--- config.mk ---
export PLATFORM = sky130hd
export DESIGN_NAME = vias_top
export DESIGN_NICKNAME = d
export VERILOG_FILES = /design/src/vias_pkg.sv /design/src/vias_top.sv
export VERILOG_INCLUDE_DIRS = /design/src
export SDC_FILE = /design/constraint.sdc
export NUM_CORES = 1
export LEC_CHECK = 0
export CORE_MARGIN = 2
export CORE_UTILIZATION = 35
export CTS_CLUSTER_SIZE = 8
export DETAILED_ROUTE_END_ITERATION = 16
export DONT_BUFFER_PORTS = 1
export SLEW_MARGIN = 10
export SYNTH_ARGS = -nofsm -noshare
export SYNTH_HDL_FRONTEND = slang
export SYNTH_SLANG_ARGS = --single-unit
--- constraint.sdc ---
create_clock -name clk -period 2.3 [get_ports clk]
set_input_delay 0.23 -clock clk [delete_from_list [all_inputs] [get_ports clk]]
set_output_delay 0.23 -clock clk [all_outputs]
set_load 0.03 [all_outputs]
--- src/vias_defs.svh ---
// vias_defs.svh: offsets, field positions, reset values and slave addresses
// for the video input activity and select block; included by the testbench
// and by the design, definitions only.
`ifndef VIAS_DEFS_SVH
`define VIAS_DEFS_SVH
`define VIAS_REG_STATUS 4'h0
`define VIAS_REG_INPUT_CHOICE_FIELD 4'h9
`define VIAS_STAT_ACT_A 0
`define VIAS_STAT_ACT_B 1
`define VIAS_STAT_SEL_B 2
`define VIAS_CFG_CHOICE 0
`define VIAS_CFG_AUTO 1
`define VIAS_CFG_IRQ_MASK 7
`define VIAS_CFG_RESET 8'h00
`define VIAS_REG_RESET 8'h00
`define VIAS_ADDR_STRAP_HI 7'h20
`define VIAS_ADDR_STRAP_LO 7'h21
`define VIAS_ADDR_STRAP_SDA 7'h22
`define VIAS_SYNC_STAGES 3
`endif

--- src/vias_pkg.sv ---
// vias_pkg: types shared by the activity/select block.
// assumes vias_defs.svh on the include path.
package vias_pkg;
    // activity and selection as shown in the status byte
    typedef struct packed {
        logic sel_b;
        logic act_b;
        logic act_a;
    } vias_status_type;
    // pins that cross into the clock domain
    typedef struct packed {
        logic strap;
        logic slice_b;
        logic slice_a;
        logic scl;
        logic sda;
    } vias_pins_type;
    // automatic pick: one bit, gray by nature
    typedef enum logic {
        VIAS_PICK_A = 1'b0,
        VIAS_PICK_B = 1'b1
    } vias_pick_type;
    // serial slave states, gray along address, pointer, write path
    typedef enum logic [3:0] {
        VIAS_IDLE = 4'h0,
        VIAS_ADDR = 4'h1,
        VIAS_AACK = 4'h3,
        VIAS_PTR = 4'h2,
        VIAS_PACK = 4'h6,
        VIAS_WR = 4'h7,
        VIAS_WACK = 4'h5,
        VIAS_RD = 4'hC,
        VIAS_RACK = 4'hD
    } vias_i2c_type;
endpackage : vias_pkg

--- src/vias_top.sv ---
// vias_top: input activity watch, input choice and serial register slave.
// assumes one 40 MHz clock, slicer/serial/strap pins asynchronous to it,
// and the converter-based activity flag already on this clock.
`timescale 1ns/1ps
`include "vias_defs.svh"
module vias_top
    import vias_pkg::*;
#(
    parameter int NREG = 16
) (
    // clock and reset
    input wire logic clk,
    input wire logic sys_rst,
    // serial register port
    input wire logic scl_i,
    input wire logic sda_i,
    output logic sda_o,
    output logic sda_oe,
    input wire logic slave_addr_strap,
    // activity sources
    input wire logic conv_activity,
    input wire logic slice_video_in_a,
    input wire logic slice_video_in_b,
    input wire logic sleep_mode,
    // front-end control and settings
    output logic mux_sel_b,
    output logic [NREG*8-1:0] settings,
    // interrupt, open drain
    output logic irq_n_o,
    output logic irq_n_oe
);
    // majority of two late stages: a change counts once both agree
    function automatic logic agree(input logic s2, input logic s3, input logic f);
        agree = (s2 & s3) | (f & (s2 | s3));
    endfunction : agree

    // pin synchronisers; stage one feeds only stage two
    vias_pins_type pin_s1_r, pin_s2_r, pin_s3_r, pin_f_r, pin_f_nxt;
    vias_pins_type pin_now;
    logic strap_prev_r;
    assign pin_now = '{strap: slave_addr_strap, slice_b: slice_video_in_b,
                       slice_a: slice_video_in_a, scl: scl_i, sda: sda_i};
    always_comb begin
        for (int i = 0; i < 5; i++) begin
            pin_f_nxt[i] = agree(pin_s2_r[i], pin_s3_r[i], pin_f_r[i]);
        end
    end
    always_ff @(posedge clk) begin
        if (sys_rst) begin
            pin_s1_r <= 5'h13;
            pin_s2_r <= 5'h13;
            pin_s3_r <= 5'h13;
            pin_f_r <= 5'h13;
            strap_prev_r <= 1'b1;
        end else begin
            pin_s1_r <= pin_now;
            pin_s2_r <= pin_s1_r;
            pin_s3_r <= pin_s2_r;
            pin_f_r <= pin_f_nxt;
            strap_prev_r <= pin_f_r.strap;
        end
    end

    // register storage and decoded config
    logic [7:0] regs_r [NREG];
    logic [7:0] regs_nxt [NREG];
    logic [7:0] cfg;
    assign cfg = regs_r[`VIAS_REG_INPUT_CHOICE_FIELD];

    // activity: the decoded input uses the converter unless asleep
    vias_pick_type pick_r, pick_nxt;
    vias_status_type stat_r, stat_nxt;
    logic sel_b_nxt;
    always_comb begin
        // both inputs evaluated every cycle
        stat_nxt.act_a = pin_f_r.slice_a;
        stat_nxt.act_b = pin_f_r.slice_b;
        if (!sleep_mode && !mux_sel_b) begin
            stat_nxt.act_a = conv_activity;
        end
        if (!sleep_mode && mux_sel_b) begin
            stat_nxt.act_b = conv_activity;
        end
        if (sleep_mode) begin
            stat_nxt.act_a = pin_f_r.slice_a;
            stat_nxt.act_b = pin_f_r.slice_b;
        end
        stat_nxt.sel_b = mux_sel_b;
        // auto pick: a reset start on input one covers both-active power-up
        pick_nxt = pick_r;
        case (pick_r)
            VIAS_PICK_A: begin
                if (stat_r.act_b && !stat_r.act_a) begin
                    pick_nxt = VIAS_PICK_B;
                end
            end
            VIAS_PICK_B: begin
                if (!stat_r.act_b) begin
                    pick_nxt = VIAS_PICK_A;
                end
            end
            default: pick_nxt = VIAS_PICK_A;
        endcase
        if (cfg[`VIAS_CFG_AUTO]) begin
            sel_b_nxt = (pick_nxt == VIAS_PICK_B);
        end else begin
            sel_b_nxt = cfg[`VIAS_CFG_CHOICE];
        end
    end
    always_ff @(posedge clk) begin
        if (sys_rst) begin
            pick_r <= VIAS_PICK_A;
            stat_r <= 3'h0;
            mux_sel_b <= 1'b0;
        end else begin
            pick_r <= pick_nxt;
            stat_r <= stat_nxt;
            mux_sel_b <= sel_b_nxt;
        end
    end

    // serial slave: edge and condition detection on filtered pins
    logic scl_d_r, sda_d_r;
    logic scl_rise, scl_fall, start_c, stop_c;
    assign scl_rise = pin_f_r.scl & ~scl_d_r;
    assign scl_fall = ~pin_f_r.scl & scl_d_r;
    assign start_c = pin_f_r.scl & scl_d_r & sda_d_r & ~pin_f_r.sda;
    assign stop_c = pin_f_r.scl & scl_d_r & ~sda_d_r & pin_f_r.sda;

    // strap decode: following the data line at start means tied to it
    logic [6:0] my_addr_r, my_addr_nxt;
    always_comb begin
        my_addr_nxt = my_addr_r;
        if (start_c) begin
            if (pin_f_r.strap) begin
                my_addr_nxt = `VIAS_ADDR_STRAP_HI;
            end else if (strap_prev_r) begin
                my_addr_nxt = `VIAS_ADDR_STRAP_SDA;
            end else begin
                my_addr_nxt = `VIAS_ADDR_STRAP_LO;
            end
        end
    end

    vias_i2c_type st_r, st_nxt;
    logic [7:0] sh_r, sh_nxt, tx_r, tx_nxt;
    logic [2:0] cnt_r, cnt_nxt;
    logic full_r, full_nxt, rw_r, rw_nxt, oe_nxt, rd_stat;
    logic [3:0] ptr_r, ptr_nxt;
    logic [7:0] rd_byte;
    // read mux: status is live, the rest is storage
    assign rd_byte = (ptr_r == `VIAS_REG_STATUS) ? {5'h00, stat_r} : regs_r[ptr_r];
    always_comb begin
        st_nxt = st_r;
        sh_nxt = sh_r;
        tx_nxt = tx_r;
        cnt_nxt = cnt_r;
        full_nxt = full_r;
        rw_nxt = rw_r;
        ptr_nxt = ptr_r;
        oe_nxt = sda_oe;
        rd_stat = 1'b0;
        regs_nxt = regs_r;
        // sample on rising clock edges
        if (scl_rise && st_r != VIAS_IDLE) begin
            sh_nxt = {sh_r[6:0], pin_f_r.sda};
            cnt_nxt = cnt_r + 3'h1;
            if (cnt_r == 3'h7) begin
                full_nxt = 1'b1;
            end
            if (st_r == VIAS_RACK && pin_f_r.sda) begin
                st_nxt = VIAS_IDLE; // master nack ends the read
            end
        end
        // act on falling clock edges, so data only moves while the clock is low
        if (scl_fall) begin
            case (st_r)
                VIAS_ADDR: begin
                    if (full_r) begin
                        full_nxt = 1'b0;
                        cnt_nxt = 3'h0;
                        if (sh_r[7:1] == my_addr_r) begin
                            rw_nxt = sh_r[0];
                            st_nxt = VIAS_AACK;
                            oe_nxt = 1'b1;
                        end else begin
                            st_nxt = VIAS_IDLE;
                        end
                    end
                end
                VIAS_AACK, VIAS_RACK: begin
                    cnt_nxt = 3'h0;
                    full_nxt = 1'b0;
                    if (rw_r) begin
                        tx_nxt = rd_byte;
                        rd_stat = (ptr_r == `VIAS_REG_STATUS);
                        ptr_nxt = ptr_r + 4'h1;
                        oe_nxt = ~rd_byte[7];
                        st_nxt = VIAS_RD;
                    end else begin
                        oe_nxt = 1'b0;
                        st_nxt = VIAS_PTR;
                    end
                end
                VIAS_PTR: begin
                    if (full_r) begin
                        full_nxt = 1'b0;
                        ptr_nxt = sh_r[3:0];
                        oe_nxt = 1'b1;
                        st_nxt = VIAS_PACK;
                    end
                end
                VIAS_PACK, VIAS_WACK: begin
                    oe_nxt = 1'b0;
                    cnt_nxt = 3'h0;
                    st_nxt = VIAS_WR;
                end
                VIAS_WR: begin
                    if (full_r) begin
                        full_nxt = 1'b0;
                        if (ptr_r != `VIAS_REG_STATUS) begin
                            regs_nxt[ptr_r] = sh_r;
                        end
                        ptr_nxt = ptr_r + 4'h1;
                        oe_nxt = 1'b1;
                        st_nxt = VIAS_WACK;
                    end
                end
                VIAS_RD: begin
                    if (full_r) begin
                        oe_nxt = 1'b0;
                        st_nxt = VIAS_RACK;
                    end else begin
                        oe_nxt = ~tx_r[3'h7 - cnt_r];
                    end
                end
                VIAS_IDLE: oe_nxt = 1'b0;
                default: st_nxt = VIAS_IDLE;
            endcase
        end
        // bus conditions override everything
        if (start_c) begin
            st_nxt = VIAS_ADDR;
            cnt_nxt = 3'h0;
            full_nxt = 1'b0;
            oe_nxt = 1'b0;
        end else if (stop_c) begin
            st_nxt = VIAS_IDLE;
            oe_nxt = 1'b0;
        end
    end
    always_ff @(posedge clk) begin
        if (sys_rst) begin
            scl_d_r <= 1'b1;
            sda_d_r <= 1'b1;
            my_addr_r <= `VIAS_ADDR_STRAP_HI;
            st_r <= VIAS_IDLE;
            sh_r <= 8'h00;
            tx_r <= 8'h00;
            cnt_r <= 3'h0;
            full_r <= 1'b0;
            rw_r <= 1'b0;
            ptr_r <= 4'h0;
            sda_oe <= 1'b0;
            sda_o <= 1'b0;
            for (int i = 0; i < NREG; i++) begin
                regs_r[i] <= (i == `VIAS_REG_INPUT_CHOICE_FIELD) ? `VIAS_CFG_RESET : `VIAS_REG_RESET;
            end
        end else begin
            scl_d_r <= pin_f_r.scl;
            sda_d_r <= pin_f_r.sda;
            my_addr_r <= my_addr_nxt;
            st_r <= st_nxt;
            sh_r <= sh_nxt;
            tx_r <= tx_nxt;
            cnt_r <= cnt_nxt;
            full_r <= full_nxt;
            rw_r <= rw_nxt;
            ptr_r <= ptr_nxt;
            sda_oe <= oe_nxt;
            sda_o <= 1'b0;
            regs_r <= regs_nxt;
        end
    end

    // settings bus mirrors storage; status slot carries zero
    always_ff @(posedge clk) begin
        if (sys_rst) begin
            settings <= '0;
        end else begin
            for (int i = 0; i < NREG; i++) begin
                settings[i*8 +: 8] <= (i == 0) ? 8'h00 : regs_r[i];
            end
        end
    end

    // interrupt: a change arms it once; a change in the clearing cycle wins over the read
    logic irq_nxt;
    always_comb begin
        irq_nxt = irq_n_oe;
        if (rd_stat) begin
            irq_nxt = 1'b0;
        end
        if (stat_nxt != stat_r && !cfg[`VIAS_CFG_IRQ_MASK] && (!irq_n_oe || rd_stat)) begin
            irq_nxt = 1'b1;
        end
    end
    always_ff @(posedge clk) begin
        if (sys_rst) begin
            irq_n_oe <= 1'b0;
            irq_n_o <= 1'b0;
        end else begin
            irq_n_oe <= irq_nxt;
            irq_n_o <= 1'b0;
        end
    end
endmodule : vias_top

==> reports/metrics.csv <==
metric,value,unit
status,completed,
final wirelength,32.9,mm
final setup violation count,0,
Synth Register Bits,309,
Post-CTS Setup Bufs,0,
cell area after synthesis,0.0117,mm²
"Max FO, Critical Path",12,
CP Launch Type,flop,
Syn Inst Count,1194,
Max Cap Viol,0,
GPL Wtd Cong,0.847,
unrepaired setup endpoints after global routing,false,
Vias,9158,
Die Area,0.0350,mm²
Leak,6.22,nW
"Avg Cell Area, Syn",9.82,µm²
setup tns final,0,ns
Post-synth EDFFs,0,
DIE WIDTH,187,µm
fmax,465,MHz
input/output buffers,0,
Critical Path AT,2.56,ns
Core Region,0.0333,mm²
reg2reg start,st_r[3]$_SDFF_PP0_,
nets,1379,
CP endpoint kind,flop,
drt pass-1 iters,5,
I/O pin count,142,
CTS H-tree depth,2,
Synthesis Warnings,0,
max_slew headroom,0.314,
Setup CP Type,reg -> reg,
CP Launch Point,st_r[3]$_SDFF_PP0_,
HPWL Detailed,20.0,mm
Core Rows,67,
max-slew violation count,0,
"Top FF cell, synth",dfxtp_1,
hold crit path type,in -> reg,
vias in the first global route,9073,
global route total overflow,0,
area delta synth->final,29.4,%
routed length per placed instance,18.2,µm
Vias/cell,5.05,
first-pass GRT wire length,51.4,mm
cts bufs inserted,44,
post-route cell area,0.0152,mm²
Tot GR Track Use,0.185,
Final Cycle Share,0.935,
clk buf depth,3,
initial core utilization,0.352,
# DRC,0,
clock root buffer,clkbuf_16,
DP Area,0.0122,mm²
die height,187,µm
PwrDens,738,mW/mm²
largest net degree at the start of global routing,304,
clock skew,0.0123,ns
asr flop ratio synth,0,
ANT cells,0,
clk_lat worst skew,0.53,ns
worst hold start,sys_rst,
actual slew at the worst max-slew pin,1.03,ns
worst IR drop on VDD,0.000521,V
CTS sink cnt,309,
final hold violations,0,
ANT nets after route,0,
initial antenna violation count,0,
fin crit period,2.15,ns
initial DRC count,796,
layout cells sized above 1,0.105,
Worst EP required,2.71,ns
CTS tree,built,
Yosys cell types,63,
sequential share of the synthesized area,0.528,
Clock Pin Slew Worst Setup and Hold Paths,0.05,ns
logic make-up after synthesis:
family,after synthesis,share of synthesized area
compound gates,170,0.0856
xor+xnor,9,0.00672
fa+ha+maj,7,0.00726
buf+inv,105,0.0407
flops,309,0.528
mux,103,0.120
other cells,1,0.000320
simple gates,490,0.212
critical path: stages (launching register included):
cell	delay, ns
dfxtp_1	0.50
buf_4	0.24
nor2_1	0.06
a21oi_1	0.15
buf_4	0.25
mux2i_1	0.21
nor2_1	0.06
dlygate4sd3_1	0.55
through the flow:
step | utilization | instances | total power, mW | hold WS, ns | setup slack, ns
3_5_place_dp | 0.367 | 1589 | 5.59 | 0.338 | 0.168
2_1_floorplan | - | 1203 | 5.65 | 0.334 | 0.0550
4_1_cts | 0.454 | 1812 | 11.3 | -0.163 | 0.0275
6_report | 0.456 | 1814 | 11.2 | 0.0345 | 0.149
5_1_grt | 0.456 | 1814 | 11.6 | 0.0247 | 0.0106
3_3_place_gp | 0.367 | 1589 | 5.59 | 0.338 | 0.223
power breakdown:
| part | total [mW] | internal, mW | switching [mW] |
|---|---|---|---|
| clock | 5.65 | 3.46 | 2.19 |
| combinational | 0.159 | 0.0597 | 0.0994 |
| sequential | 5.40 | 5.38 | 0.0175 |
| total | 11.2 | 8.90 | 2.31 |
cells in the final DEF (no fill, tap or decap), types with 12 or more instances in the layout:
| master | n |
|---|---|
| o21ai_0 | 13 |
| nor2b_1 | 148 |
| mux4_2 | 30 |
| nor2_1 | 87 |
| buf_4 | 30 |
| dlygate4sd3_1 | 176 |
| mux2i_1 | 72 |
| nand3_1 | 20 |
| or2_2 | 12 |
| a21oi_1 | 103 |
| nand2_1 | 166 |
| clkbuf_16 | 45 |
| dfxtp_1 | 306 |
final timing paths:
path                                                end  slack (ns)  cells after the start
worst max-delay path               sh_r[3]$_SDFFE_PP0N_        0.15                      7
worst min-delay path                 st_r[0]$_SDFF_PP0_        0.03                      3
worst max register to register     sh_r[3]$_SDFFE_PP0N_        0.15                      7
worst min register to register  regs_r[77]$_SDFFE_PP0P_        0.47                      2
flip-flops by register name (all words and copies together) (netlist names), 2 cells and up:
signal and count:
my_addr_r 2, settings 120, cnt_r 3, cfg 8
regs_r 120, ptr_r 4, pin_s3_r 5, stat_r 3
tx_r 8, pin_s1_r 5, pin_f_r 5, pin_s2_r 5
st_r 4, sh_r 8
Yosys cell counts, drive strengths merged, types with 11 or more instances:
| cell type | n | area, µm² |
|---|---|---|
| a21oi | 103 | 515 |
| a22oi | 11 | 82.6 |
| and3 | 11 | 68.8 |
| buf | 35 | 213 |
| clkbuf | 62 | 234 |
| dfxtp | 309 | 6190 |
| mux2i | 72 | 721 |
| mux4 | 30 | 676 |
| nand2 | 166 | 623 |
| nand2b | 11 | 68.8 |
| nand3 | 22 | 128 |
| nor2 | 87 | 327 |
| nor2b | 148 | 926 |
| o21ai | 17 | 85.1 |
| or2 | 13 | 81.3 |
layer usage:
metal | routed length (µm) | part of all wire | GRT usage
met4 | 755 | 0.023 | 0.0574
met3 | 2280 | 0.069 | 0.0347
met5 | 0 | 0 | 0
met1 | 14800 | 0.45 | 0.255
met2 | 15100 | 0.46 | 0.294
timing repair:
| action | 4_1_cts | 5_1_grt |
|---|---|---|
| resized for setup | 0 | 5 |
| hold endpoints to repair | 298 | 109 |
| hold buffers | 175 | 2 |
| endpoints found under the setup margin | 0 | 11 |
area by class of cell:
class | instances | area [µm²]
Multi-Input combinational cell | 789 | 5120
Clock buffer | 47 | 1140
Timing Repair Buffer | 212 | 2110
Sequential cell | 309 | 6190
Fill cell | 3087 | 18100
Tap cell | 448 | 561
Clock inverter | 1 | 20.0
Inverter | 8 | 30.0
Power figures use the tool's default switching activity.
